<file path="config.mk">
export PLATFORM = sky130hd
export DESIGN_NAME = bfn_feature_bank
export DESIGN_NICKNAME = d
export VERILOG_FILES = /design/src/rtl/bfn_pkg.sv /design/src/rtl/bfn_feat_offer.sv /design/src/rtl/bfn_zone_report.sv /design/src/rtl/bfn_feature_bank.sv
export SDC_FILE = /design/constraint.sdc
export NUM_CORES = 2
export LEC_CHECK = 0
export ABC_AREA = 1
export BUFFER_PORTS_ARGS = -buffer_cell sky130_fd_sc_hd__buf_4
export CAP_MARGIN = 20
export CORE_MARGIN = 2
export CORE_UTILIZATION = 67
export DETAILED_ROUTE_END_ITERATION = 8
export GPL_TIMING_DRIVEN = 0
export PLACE_DENSITY = 0.95
export SLEW_MARGIN = 15
export SYNTH_ARGS = -nofsm -noshare
export SYNTH_HDL_FRONTEND = slang
export SYNTH_SLANG_ARGS = --single-unit
</file>
<file path="constraint.sdc">
create_clock -name clk_sys -period 13 [get_ports clk_sys]
set_clock_uncertainty 0.05 [all_clocks]
set_input_delay 1.3 -clock clk_sys [delete_from_list [all_inputs] [get_ports clk_sys]]
set_output_delay 1.3 -clock clk_sys [all_outputs]
set_load 0.01 [all_outputs]
</file>
<file path="src/rtl/bfn_pkg.sv">
// constants and types of the feature negotiation register bank
// Notes on behaviour
// - flush always offered, surely with cache-config
// - cache-config without flush: cache mode writethrough (set at accept in modern mode only; legacy leaves it)
// - all padding bytes read as zero
// - zoned offered only if zoned, never legacy
// - zoned refused, HA/none: zoned fields zero
// - zoned refused, host-managed, modern mode: refuse features accepted
// - zoned negotiated: report the operating zone model
// - model codes: none 0, managed 1, aware 2
// - managed/aware: report the size of one zone
// - report open zone limit, zero means none
// - report active zone limit, zero means none
// - append limit never above segments times size
// - report write granularity for sequential zones
// - legacy: cache mode changes on cache writes, or at ready without cache-config
package bfn_pkg;
    localparam int ADDR_W = 8;
    localparam logic [7:0] OFF_FEAT_DEV = 8'h00;
    localparam logic [7:0] OFF_FEAT_DRV = 8'h04;
    localparam logic [7:0] OFF_STATUS = 8'h08;
    localparam logic [7:0] OFF_CACHE = 8'h0c;
    localparam logic [7:0] OFF_UNMAP = 8'h10;
    localparam logic [7:0] OFF_ZSECT = 8'h14;
    localparam logic [7:0] OFF_ZOPEN = 8'h18;
    localparam logic [7:0] OFF_ZACT = 8'h1c;
    localparam logic [7:0] OFF_ZAPP = 8'h20;
    localparam logic [7:0] OFF_ZGRAN = 8'h24;
    localparam logic [7:0] OFF_ZMODEL = 8'h28;
    localparam int FB_FLUSH = 0;
    localparam int FB_CACHECFG = 1;
    localparam int FB_DISCARD = 2;
    localparam int FB_ZONED = 3;
    localparam int ST_ACK = 0;
    localparam int ST_DRV = 1;
    localparam int ST_READY = 2;
    localparam int ST_FOK = 3;
    localparam int ST_FAIL = 7;
    localparam logic [7:0] MODEL_NONE = 8'h00;
    localparam logic [7:0] MODEL_HM = 8'h01;
    localparam logic [7:0] MODEL_HA = 8'h02;
    localparam logic CACHE_THROUGH = 1'b0;
    localparam logic CACHE_BACK = 1'b1;
    localparam logic [23:0] PAD_ZERO = 24'h000000;
    localparam logic [31:0] FEAT_RST = 32'h00000000;
    localparam logic [7:0] STATUS_RST = 8'h00;
    localparam logic [31:0] WORD_RST = 32'h00000000;
    typedef enum logic [2:0] {
        PH_IDLE = 3'b000,
        PH_NEGOT = 3'b001,
        PH_ACCEPT = 3'b010,
        PH_RUN = 3'b011,
        PH_FAIL = 3'b100
    } bfn_phase_e;
    typedef struct packed {
        logic [31:0] feat;
    } bfn_feat_s;
    typedef struct packed {
        logic [31:0] zsect;
        logic [31:0] zopen;
        logic [31:0] zact;
        logic [31:0] zapp;
        logic [31:0] zgran;
        logic [7:0] model;
    } bfn_zone_s;
    typedef struct packed {
        bfn_phase_e phase;
        logic [31:0] drvFeat;
        logic [7:0] status;
        logic cache;
        logic [31:0] rdData;
    } bfn_main_s;
endpackage

</file>
<file path="src/rtl/bfn_feat_offer.sv">
// device feature offer word
`timescale 1ns/10ps
module bfn_feat_offer (
    input wire logic clk_sys,
    input wire logic rst_n,
    input wire logic legacyMode,
    input wire logic cfgWce,
    input wire logic cfgDiscard,
    input wire logic cfgZoned,
    output logic [31:0] offerFeat
);
    bfn_pkg::bfn_feat_s st_r;
    bfn_pkg::bfn_feat_s st_nxt;

    always_comb begin
        st_nxt = st_r;
        st_nxt.feat = bfn_pkg::FEAT_RST;
        st_nxt.feat[bfn_pkg::FB_FLUSH] = 1'b1;
        st_nxt.feat[bfn_pkg::FB_CACHECFG] = cfgWce;
        st_nxt.feat[bfn_pkg::FB_DISCARD] = cfgDiscard;
        st_nxt.feat[bfn_pkg::FB_ZONED] = cfgZoned & ~legacyMode;
    end

    always_ff @(posedge clk_sys) begin
        if (!rst_n) begin
            st_r.feat <= bfn_pkg::FEAT_RST;
        end else begin
            st_r <= st_nxt;
        end
    end

    assign offerFeat = st_r.feat;
endmodule // bfn_feat_offer

</file>
<file path="src/rtl/bfn_zone_report.sv">
// zoned characteristics as reported to the driver
`timescale 1ns/10ps
module bfn_zone_report (
    input wire logic clk_sys,
    input wire logic rst_n,
    input wire logic zonedNeg,
    input wire logic [7:0] cfgModel,
    input wire logic [31:0] cfgZoneSectors,
    input wire logic [31:0] cfgMaxOpen,
    input wire logic [31:0] cfgMaxActive,
    input wire logic [31:0] cfgMaxAppend,
    input wire logic [31:0] cfgSegMax,
    input wire logic [31:0] cfgSizeMax,
    input wire logic [31:0] cfgWriteGran,
    output bfn_pkg::bfn_zone_s zoneRep
);
    bfn_pkg::bfn_zone_s st_r;
    bfn_pkg::bfn_zone_s st_nxt;
    logic seqModel;
    logic [63:0] appLimit;

    always_comb begin
        seqModel = (cfgModel == bfn_pkg::MODEL_HM) || (cfgModel == bfn_pkg::MODEL_HA);
        appLimit = 64'(cfgSegMax) * 64'(cfgSizeMax);
        st_nxt = '0;
        if (zonedNeg) begin
            st_nxt.model = cfgModel;
            if (seqModel) begin
                st_nxt.zsect = cfgZoneSectors;
                st_nxt.zopen = cfgMaxOpen;
                st_nxt.zact = cfgMaxActive;
                st_nxt.zapp = ({32'h0, cfgMaxAppend} > appLimit) ? appLimit[31:0] : cfgMaxAppend;
                st_nxt.zgran = cfgWriteGran;
            end
        end
    end

    always_ff @(posedge clk_sys) begin
        if (!rst_n) begin
            st_r <= '0;
        end else begin
            st_r <= st_nxt;
        end
    end

    assign zoneRep = st_r;
endmodule // bfn_zone_report

</file>
<file path="src/rtl/bfn_feature_bank.sv">
// feature negotiation and configuration register bank
`timescale 1ns/10ps
module bfn_feature_bank #(
    parameter logic CACHE_RST_MODE = 1'b1
) (
    input wire logic clk_sys,
    input wire logic rst_n,
    input wire logic [7:0] regAddr,
    input wire logic [31:0] regWrData,
    input wire logic regWr,
    input wire logic regRd,
    output logic [31:0] regRdData,
    input wire logic legacyMode,
    input wire logic cfgWce,
    input wire logic cfgDiscard,
    input wire logic cfgZoned,
    input wire logic [7:0] cfgModel,
    input wire logic [31:0] cfgZoneSectors,
    input wire logic [31:0] cfgMaxOpen,
    input wire logic [31:0] cfgMaxActive,
    input wire logic [31:0] cfgMaxAppend,
    input wire logic [31:0] cfgSegMax,
    input wire logic [31:0] cfgSizeMax,
    input wire logic [31:0] cfgWriteGran,
    input wire logic cfgUnmapFlag,
    output logic cacheWriteback,
    output logic featuresAccepted,
    output logic driverReady,
    output logic deviceFailed,
    output logic zonedActive
);
    if ($bits(CACHE_RST_MODE) != 1) begin : g_bad_cache_mode
        $error("cache reset mode must be one bit");
    end

    bfn_pkg::bfn_main_s st_r;
    bfn_pkg::bfn_main_s st_nxt;
    logic [31:0] offerFeat;
    bfn_pkg::bfn_zone_s zoneRep;
    logic zonedNeg;
    logic wrFeat;
    logic wrStatus;
    logic wrCache;
    logic [7:0] newStat;
    logic fokRise;
    logic readyRise;
    logic refuseFok;
    logic negWce;
    logic negFlush;
    logic [31:0] rdMux;

    bfn_feat_offer u_offer (
        .clk_sys(clk_sys),
        .rst_n(rst_n),
        .legacyMode(legacyMode),
        .cfgWce(cfgWce),
        .cfgDiscard(cfgDiscard),
        .cfgZoned(cfgZoned),
        .offerFeat(offerFeat)
    );

    bfn_zone_report u_zone (
        .clk_sys(clk_sys),
        .rst_n(rst_n),
        .zonedNeg(zonedNeg),
        .cfgModel(cfgModel),
        .cfgZoneSectors(cfgZoneSectors),
        .cfgMaxOpen(cfgMaxOpen),
        .cfgMaxActive(cfgMaxActive),
        .cfgMaxAppend(cfgMaxAppend),
        .cfgSegMax(cfgSegMax),
        .cfgSizeMax(cfgSizeMax),
        .cfgWriteGran(cfgWriteGran),
        .zoneRep(zoneRep)
    );

    // negotiated means driver took it and device still offers it
    assign zonedNeg = st_r.drvFeat[bfn_pkg::FB_ZONED] & offerFeat[bfn_pkg::FB_ZONED];
    assign negWce = st_r.drvFeat[bfn_pkg::FB_CACHECFG];
    assign negFlush = st_r.drvFeat[bfn_pkg::FB_FLUSH];

    always_comb begin
        unique case (regAddr)
            bfn_pkg::OFF_FEAT_DEV: rdMux = offerFeat;
            bfn_pkg::OFF_FEAT_DRV: rdMux = st_r.drvFeat;
            bfn_pkg::OFF_STATUS: rdMux = {bfn_pkg::PAD_ZERO, st_r.status};
            bfn_pkg::OFF_CACHE: rdMux = {bfn_pkg::PAD_ZERO, 7'h00, st_r.cache};
            bfn_pkg::OFF_UNMAP: rdMux = {bfn_pkg::PAD_ZERO, 7'h00, cfgUnmapFlag};
            bfn_pkg::OFF_ZSECT: rdMux = zoneRep.zsect;
            bfn_pkg::OFF_ZOPEN: rdMux = zoneRep.zopen;
            bfn_pkg::OFF_ZACT: rdMux = zoneRep.zact;
            bfn_pkg::OFF_ZAPP: rdMux = zoneRep.zapp;
            bfn_pkg::OFF_ZGRAN: rdMux = zoneRep.zgran;
            bfn_pkg::OFF_ZMODEL: rdMux = {bfn_pkg::PAD_ZERO, zoneRep.model};
            default: rdMux = bfn_pkg::WORD_RST;
        endcase
    end

    always_comb begin
        wrFeat = regWr && (regAddr == bfn_pkg::OFF_FEAT_DRV);
        wrStatus = regWr && (regAddr == bfn_pkg::OFF_STATUS);
        wrCache = regWr && (regAddr == bfn_pkg::OFF_CACHE);
        newStat = regWrData[7:0];
        fokRise = newStat[bfn_pkg::ST_FOK] & ~st_r.status[bfn_pkg::ST_FOK];
        readyRise = newStat[bfn_pkg::ST_READY] & ~st_r.status[bfn_pkg::ST_READY];
        // host-managed device without zoned support has its accept refused in modern mode
        refuseFok = (cfgModel == bfn_pkg::MODEL_HM) && !zonedNeg;
        st_nxt = st_r;
        if (regRd) begin
            st_nxt.rdData = rdMux;
        end
        // features freeze once accepted in modern mode
        if (wrFeat && (legacyMode || !st_r.status[bfn_pkg::ST_FOK])) begin
            st_nxt.drvFeat = regWrData & offerFeat;
        end
        if (wrCache) begin
            if (legacyMode) begin
                st_nxt.cache = regWrData[0];
            end else if (negWce && st_r.status[bfn_pkg::ST_FOK]) begin
                st_nxt.cache = regWrData[0];
            end
        end
        if (wrStatus) begin
            if (newStat == bfn_pkg::STATUS_RST) begin
                st_nxt.status = bfn_pkg::STATUS_RST;
                st_nxt.drvFeat = bfn_pkg::FEAT_RST;
                st_nxt.cache = CACHE_RST_MODE;
                st_nxt.phase = bfn_pkg::PH_IDLE;
            end else if (legacyMode) begin
                st_nxt.status = newStat;
                // only a ready without cache-config may move the cache mode
                if (readyRise && !negWce) begin
                    st_nxt.cache = negFlush;
                end
            end else begin
                st_nxt.status = newStat;
                if (fokRise && refuseFok) begin
                    st_nxt.status[bfn_pkg::ST_FOK] = 1'b0;
                end else if (fokRise && negWce && !negFlush) begin
                    st_nxt.cache = bfn_pkg::CACHE_THROUGH;
                end
            end
        end
        if (st_nxt.status[bfn_pkg::ST_FAIL]) begin
            st_nxt.phase = bfn_pkg::PH_FAIL;
        end else if (st_nxt.status[bfn_pkg::ST_READY]) begin
            st_nxt.phase = bfn_pkg::PH_RUN;
        end else if (st_nxt.status[bfn_pkg::ST_FOK]) begin
            st_nxt.phase = bfn_pkg::PH_ACCEPT;
        end else if (st_nxt.status != bfn_pkg::STATUS_RST) begin
            st_nxt.phase = bfn_pkg::PH_NEGOT;
        end else begin
            st_nxt.phase = bfn_pkg::PH_IDLE;
        end
    end

    always_ff @(posedge clk_sys) begin
        if (!rst_n) begin
            st_r.phase <= bfn_pkg::PH_IDLE;
            st_r.drvFeat <= bfn_pkg::FEAT_RST;
            st_r.status <= bfn_pkg::STATUS_RST;
            st_r.cache <= CACHE_RST_MODE;
            st_r.rdData <= bfn_pkg::WORD_RST;
        end else begin
            st_r <= st_nxt;
        end
    end

    assign regRdData = st_r.rdData;
    assign cacheWriteback = st_r.cache;
    assign featuresAccepted = (st_r.phase == bfn_pkg::PH_ACCEPT) || (st_r.phase == bfn_pkg::PH_RUN);
    assign driverReady = st_r.phase == bfn_pkg::PH_RUN;
    assign deviceFailed = st_r.phase == bfn_pkg::PH_FAIL;
    assign zonedActive = zonedNeg;
endmodule // bfn_feature_bank

</file>
# Word level (Yosys, flattened, before mapping)
# Cells that the tools add are included.
[classes]
multipliers = 1
order_cmp = 1
n_eq_ne = 15
muxes = 19
bitwise_logic = 9
n_reduce_logical = 23
[ops]
columns = ["operator", "n"]
rows = [
  ["case mux 32 bit (11 select lines)", 1],
  ["two-way mux 32 bit", 3],
  ["> comparator 32 x 64 -> 1 bit", 1],
  ["multiplier 32 x 32 -> 64 bit", 1],
  ["two-way mux 41 bit", 1],
  ["bitwise AND 32 bit", 1],
  ["equality test 8 x 5 -> 1 bit, second input constant", 4],
  ["equality test 8 x 6 -> 1 bit, second input constant", 3],
  ["equality test 8 x 4 -> 1 bit, second input constant", 2],
  ["zero test 8 bit", 2],
  ["logical AND 1 bit", 10],
  ["two-way mux 1 bit", 9],
  ["two-way mux 9 bit", 1],
  ["equality test 8 x 1 -> 1 bit, second input constant", 1],
  ["equality test 8 x 2 -> 1 bit, second input constant", 1],
  ["equality test 8 x 3 -> 1 bit, second input constant", 1],
  ["nonzero test 8 bit", 1],
  ["equality test 3 x 2 -> 1 bit, second input constant", 2],
  ["two-way mux 5 bit", 1],
  ["bitwise AND 1 bit", 4],
  ["zero test 1 bit", 4],
  ["two-way mux 2 bit", 2],
  ["inverter 1 bit", 4],
  ["equality test 3 bit, second input constant", 1],
  ["other kinds (5)", 7],
]
[totals]
reg_bits = 276
input_bits = 281
elab_cells = 82

# Logic depth before layout (Yosys ltp)
[depth]
depth_word = 14
mapped_depth = 47
depth_no_buf = 45

# By module
# A second synthesis with hierarchy kept.
[unflattened]
hier_cells = 6742
hier_area_um2 = 47937.2
[modules_own_cells]
columns = ["mod", "instances", "cells_each", "area_per_inst_um2", "seq_area_each_um2"]
rows = [
  ["bfn_zone_report", 1, 5857, 42543.3, 3363.2],
  ["bfn_feature_bank", 1, 846, 5077.4, 1501.4],
  ["bfn_feat_offer", 1, 39, 316.6, 80.1],
]

# Worst setup path before layout
# OpenSTA, ideal clock, no wires.
[synth_path]
path_type = "input-to-reg"
from = "input cfgSegMax[19]"
to = "register u_zone.st_r, in the netlist u_zone.zoneRep[44]"
setup_ns = 0.115
t_arrival_ns = 8.695
required_time_ns = 12.835
path_slack_ns = 4.140
cell_stages = 42
path_buffers = 2
cell_sequence = "clkbuf_1 -> nand2_1 -> fa_1 -> inv_1 -> fa_1 -> inv_1 -> fa_1 -> inv_1 -> fa_1 -> inv_1 -> fa_1 -> fa_1 -> fa_1 -> fa_1 -> inv_1 -> ha_1 -> nand2_1 -> nor2_2 -> (+6 left out) -> xnor2_1 -> ha_1 -> nand2_1 -> nor2_1 -> nand4_1 -> nor3_1 -> nand2_1 -> nand2_1 -> nand2_1 -> nor2_1 -> nand2_1 -> nor2_1 -> nand3_1 -> nor2_4 -> buf_2 -> nand3_1 -> nand2_1 -> nor2_1"
[synth_between]
elab_chain_len = 3
[synth_rtl]
columns = ["element", "line_no", "source"]
rows = [
  ["start: declaration", "bfn_feature_bank.sv:22", "input wire logic [31:0] cfgSegMax,"],
  ["multiplier 32 x 32 -> 64 bit", "bfn_zone_report.sv:24", "appLimit = 64'(cfgSegMax) * 64'(cfgSizeMax);"],
  ["> comparator 32 x 64 -> 1 bit", "bfn_zone_report.sv:32", "st_nxt.zapp = ({32'h0, cfgMaxAppend} > appLimit) ? appLimit[31:0] : cfgMaxAppend;"],
  ["two-way mux 32 bit", "bfn_zone_report.sv:32", ""],
  ["end signal: assignment", "bfn_zone_report.sv:42", "st_r <= st_nxt;"],
  ["end: declaration", "bfn_zone_report.sv:17", "bfn_pkg::bfn_zone_s st_r;"],
]
# No other way between the ends.
# A chain may end at the register's enable or synchronous reset.

# Final worst setup path
[layout_path]
from = "input cfgSegMax[21]"
to = "register u_zone.st_r, in the netlist u_zone.zoneRep[60]"
# The elaborated chain is that of the path after synthesis.

==> run_results.csv <==
group,metric,value,unit
run_status,status,"completed",
critical_path,cpPeakStageDelay,0.91,ns
critical_path,worstPathArrival,11.52,ns
synthesis,async_reset_ff_share,0,%
route,postRouteAntennaNets,0,
timing,finalSetupViolations,0,
critical_path,reg2regPathDepth,8,
route,remaining_drc_errors,0,
synthesis,ys_top_cells_by_count,"inv_1, nand2_1, fa_1",
critical_path,worstPathRequired,13.33,ns
timing,rsz0062_at_grt,"false",
synthesis,synth_area_leaders,"fa_1, inv_1, nand2_1, dfxtp_1, ha_1",
cells_and_area,register_area,0.004945,mm²
global_route,grt_first_pass_wirelength,268700,µm
timing,finalHoldViolations,0,
synthesis,yosysWarnings,0,
cells_and_area,fillers,5385,
critical_path,worstSetupStartpointType,"input pin",
route,first_pass_iters,8,
synthesis,syn-instance-count,6407,
synthesis,ys_seq_area_share,10.61,%
clock_tree,clockBufferDepth,3,
route,post_drt_via_cell_ratio,5.730,
critical_path,r2r_slack,10.42,ns
clock_tree,htreeDepth,1,
clock_tree,cts-buffers-inserted,25,
placed_design,dp_hpwl,153500,µm
global_route,grt_pass1_vias,44290,
timing,timing.final.max_slew_violations,0,
clock_tree,clk_pin_slew,0.06,ns
critical_path,slowest_stage,"clkbuf_1",
timing,fin_setup_tns,0,ns
global_route,antenna_found_initial,8,
hold_path,min_path_type,"reg2reg",
synthesis,synth_edf_count,0,
route,drt-total-wl,184700,µm
timing,worst_slack,1.813,ns
clock_tree,clock_sinks,247,
timing,fin_crit_sh,86.05,%
clock_tree,cts_resized,0,
floorplanning,die-area,0.07166,mm²
timing,tightest_slew,1.320,ns
synthesis,synth_most_common_cell,"inv_1",
clock_tree,cts_tree,"yes",
global_route,groute.usage.overall,52.28,%
synthesis,netlist-cell-type-count,48,
clock_tree,cts_root_buf,"clkbuf_16",
critical_path,critPathKind,"in2reg",
floorplanning,ios,318,
critical_path,critPathTopFamily,"adder cells",
synthesis,syn_nets,7879,
critical_path,cp.depth,42,
global_route,overflow,0,
run,drv_cap,0,
route,vias,44050,
cells_and_area,synthToLayoutAreaGrowth,9.325,%
timing,clock.fmax,0.08939,GHz
synthesis,synth_area,0.04658,mm²
critical_path,cpMostUsedCell,"nand2_1",
floorplanning,die_h,267.7,µm
clock_tree,post_cts_buffers,0,
synthesis,ys.flop_type,"dfxtp_1",
placed_design,portBuffers,293,
critical_path,crit_path_max_fanout,10,
cells_and_area,layout.cell_area.non_filler,0.05093,mm²
synthesis,synth_seq_cells,247,
critical_path,worst-path-buf-inv,8,
route,drtIter0Drc,6260,
floorplanning,initial_core_util,67.80,%
cells_and_area,final_util,74.13,%
route,routedWlPerCell,24.03,µm
global_route,grt_max_degree,15,
floorplanning,core.rowCount,96,
synthesis,synth_area_per_cell,7.271,µm²
placed_design,place_ws,1.691,ns
placed_design,gp_congestion,1.110,
timing,period_needed,11.19,ns
synthesis,synth_top_area_share,38.50,%
hold_path,holdPathStages,2,
floorplanning,coreArea,0.06871,mm²
synthesis,synth_top_cell_by_area,"fa_1",
clock_tree,clock_latency,0.54,ns
critical_path,cp-end-kind,"flip-flop",
clock_tree,hold_buffers,0,
floorplanning,die_w,267.7,µm
timing,relSlewSlack,11.99,%
placed_design,placed_area,0.04996,mm²
cells_and_area,final_net_count,8205,
cells_and_area,multi_input_area,0.03300,mm²
cells_and_area,layout-drive-gt1-share,6.502,%
worst reg2reg max path, cell delays in order, from the launching register on:
cell,delay (ns)
dfxtp_1,0.37
nand2_1,0.18
nor2_1,0.17
and3_1,0.17
clkbuf_1,0.31
inv_1,0.14
clkbuf_1,0.23
clkbuf_1,0.29
nor2_1,0.49
flip-flops by register name, summed over array words and instances, names as in the netlist:
name               flops
negFlush               1
regRdData             32
u_zone.zoneRep       168
negWce                 1
st_r                  40
cacheWriteback         1
u_offer.offerFeat      4
metrics by stage:
stage / hold slack, ns / cells
after global placement: 0.3754 / 7631
after floorplan: 0.3663 / 6407
after CTS: 0.3985 / 7678
after detailed placement: 0.3827 / 7632
after global routing: 0.4137 / 7683
final: 0.4003 / 7687
area by class of cell:
type / count / area share, %
Buffer: 285 / 2.393
Clock buffer: 34 / 1.354
Sequential cell: 247 / 9.709
Clock inverter: 12 / 0.3980
Inverter: 1977 / 14.57
Antenna cell: 4 / 0.01965
Timing Repair Buffer: 299 / 4.466
Tap cell: 931 / 2.287
Multi-Input combinational cell: 3898 / 64.80
cells in the final DEF (no fill, tap or decap), drive strengths merged, types with 39 or more instances in the layout:
master	Yosys	final
fa	896	896
nand2	1871	1871
nand3	119	119
inv	1972	1973
clkbuf	239	273
nor2	339	339
a21oi	124	124
nor3	39	39
o21ai	56	56
buf	46	345
dfxtp	247	247
ha	295	295
kinds of logic after synthesis:
| group | synth area share [%] |
|---|---|
| compound gates | 3.105 |
| xor+xnor | 0.6392 |
| fa+ha+maj | 46.43 |
| buf+inv | 18.54 |
| flops | 10.61 |
| simple gates | 20.67 |
path summary, 6_finish.rpt:
| path | start | to |
|---|---|---|
| worst max-delay path | cfgSegMax[21] | u_zone.zoneRep[60] |
| worst min-delay path | st_r[57] | st_r[57] |
| worst max register to register | st_r[44] | u_zone.zoneRep[74] |
| worst min register to register | st_r[57] | st_r[57] |
per-layer routing:
layer	up-vias	global-route usage, %	part of all wire (%)	wire, µm
li1	18600	-	-	-
met1	20640	63.58	33	61350
met2	3727	75.27	41	75390
met3	1056	20.35	16	29800
met4	19	38.40	9.7	17860
met5	-	2.287	0.16	295
Power is left out: the tool's default activity adds up to more than one toggle a clock period on the data nets, which glitch-free logic cannot reach.
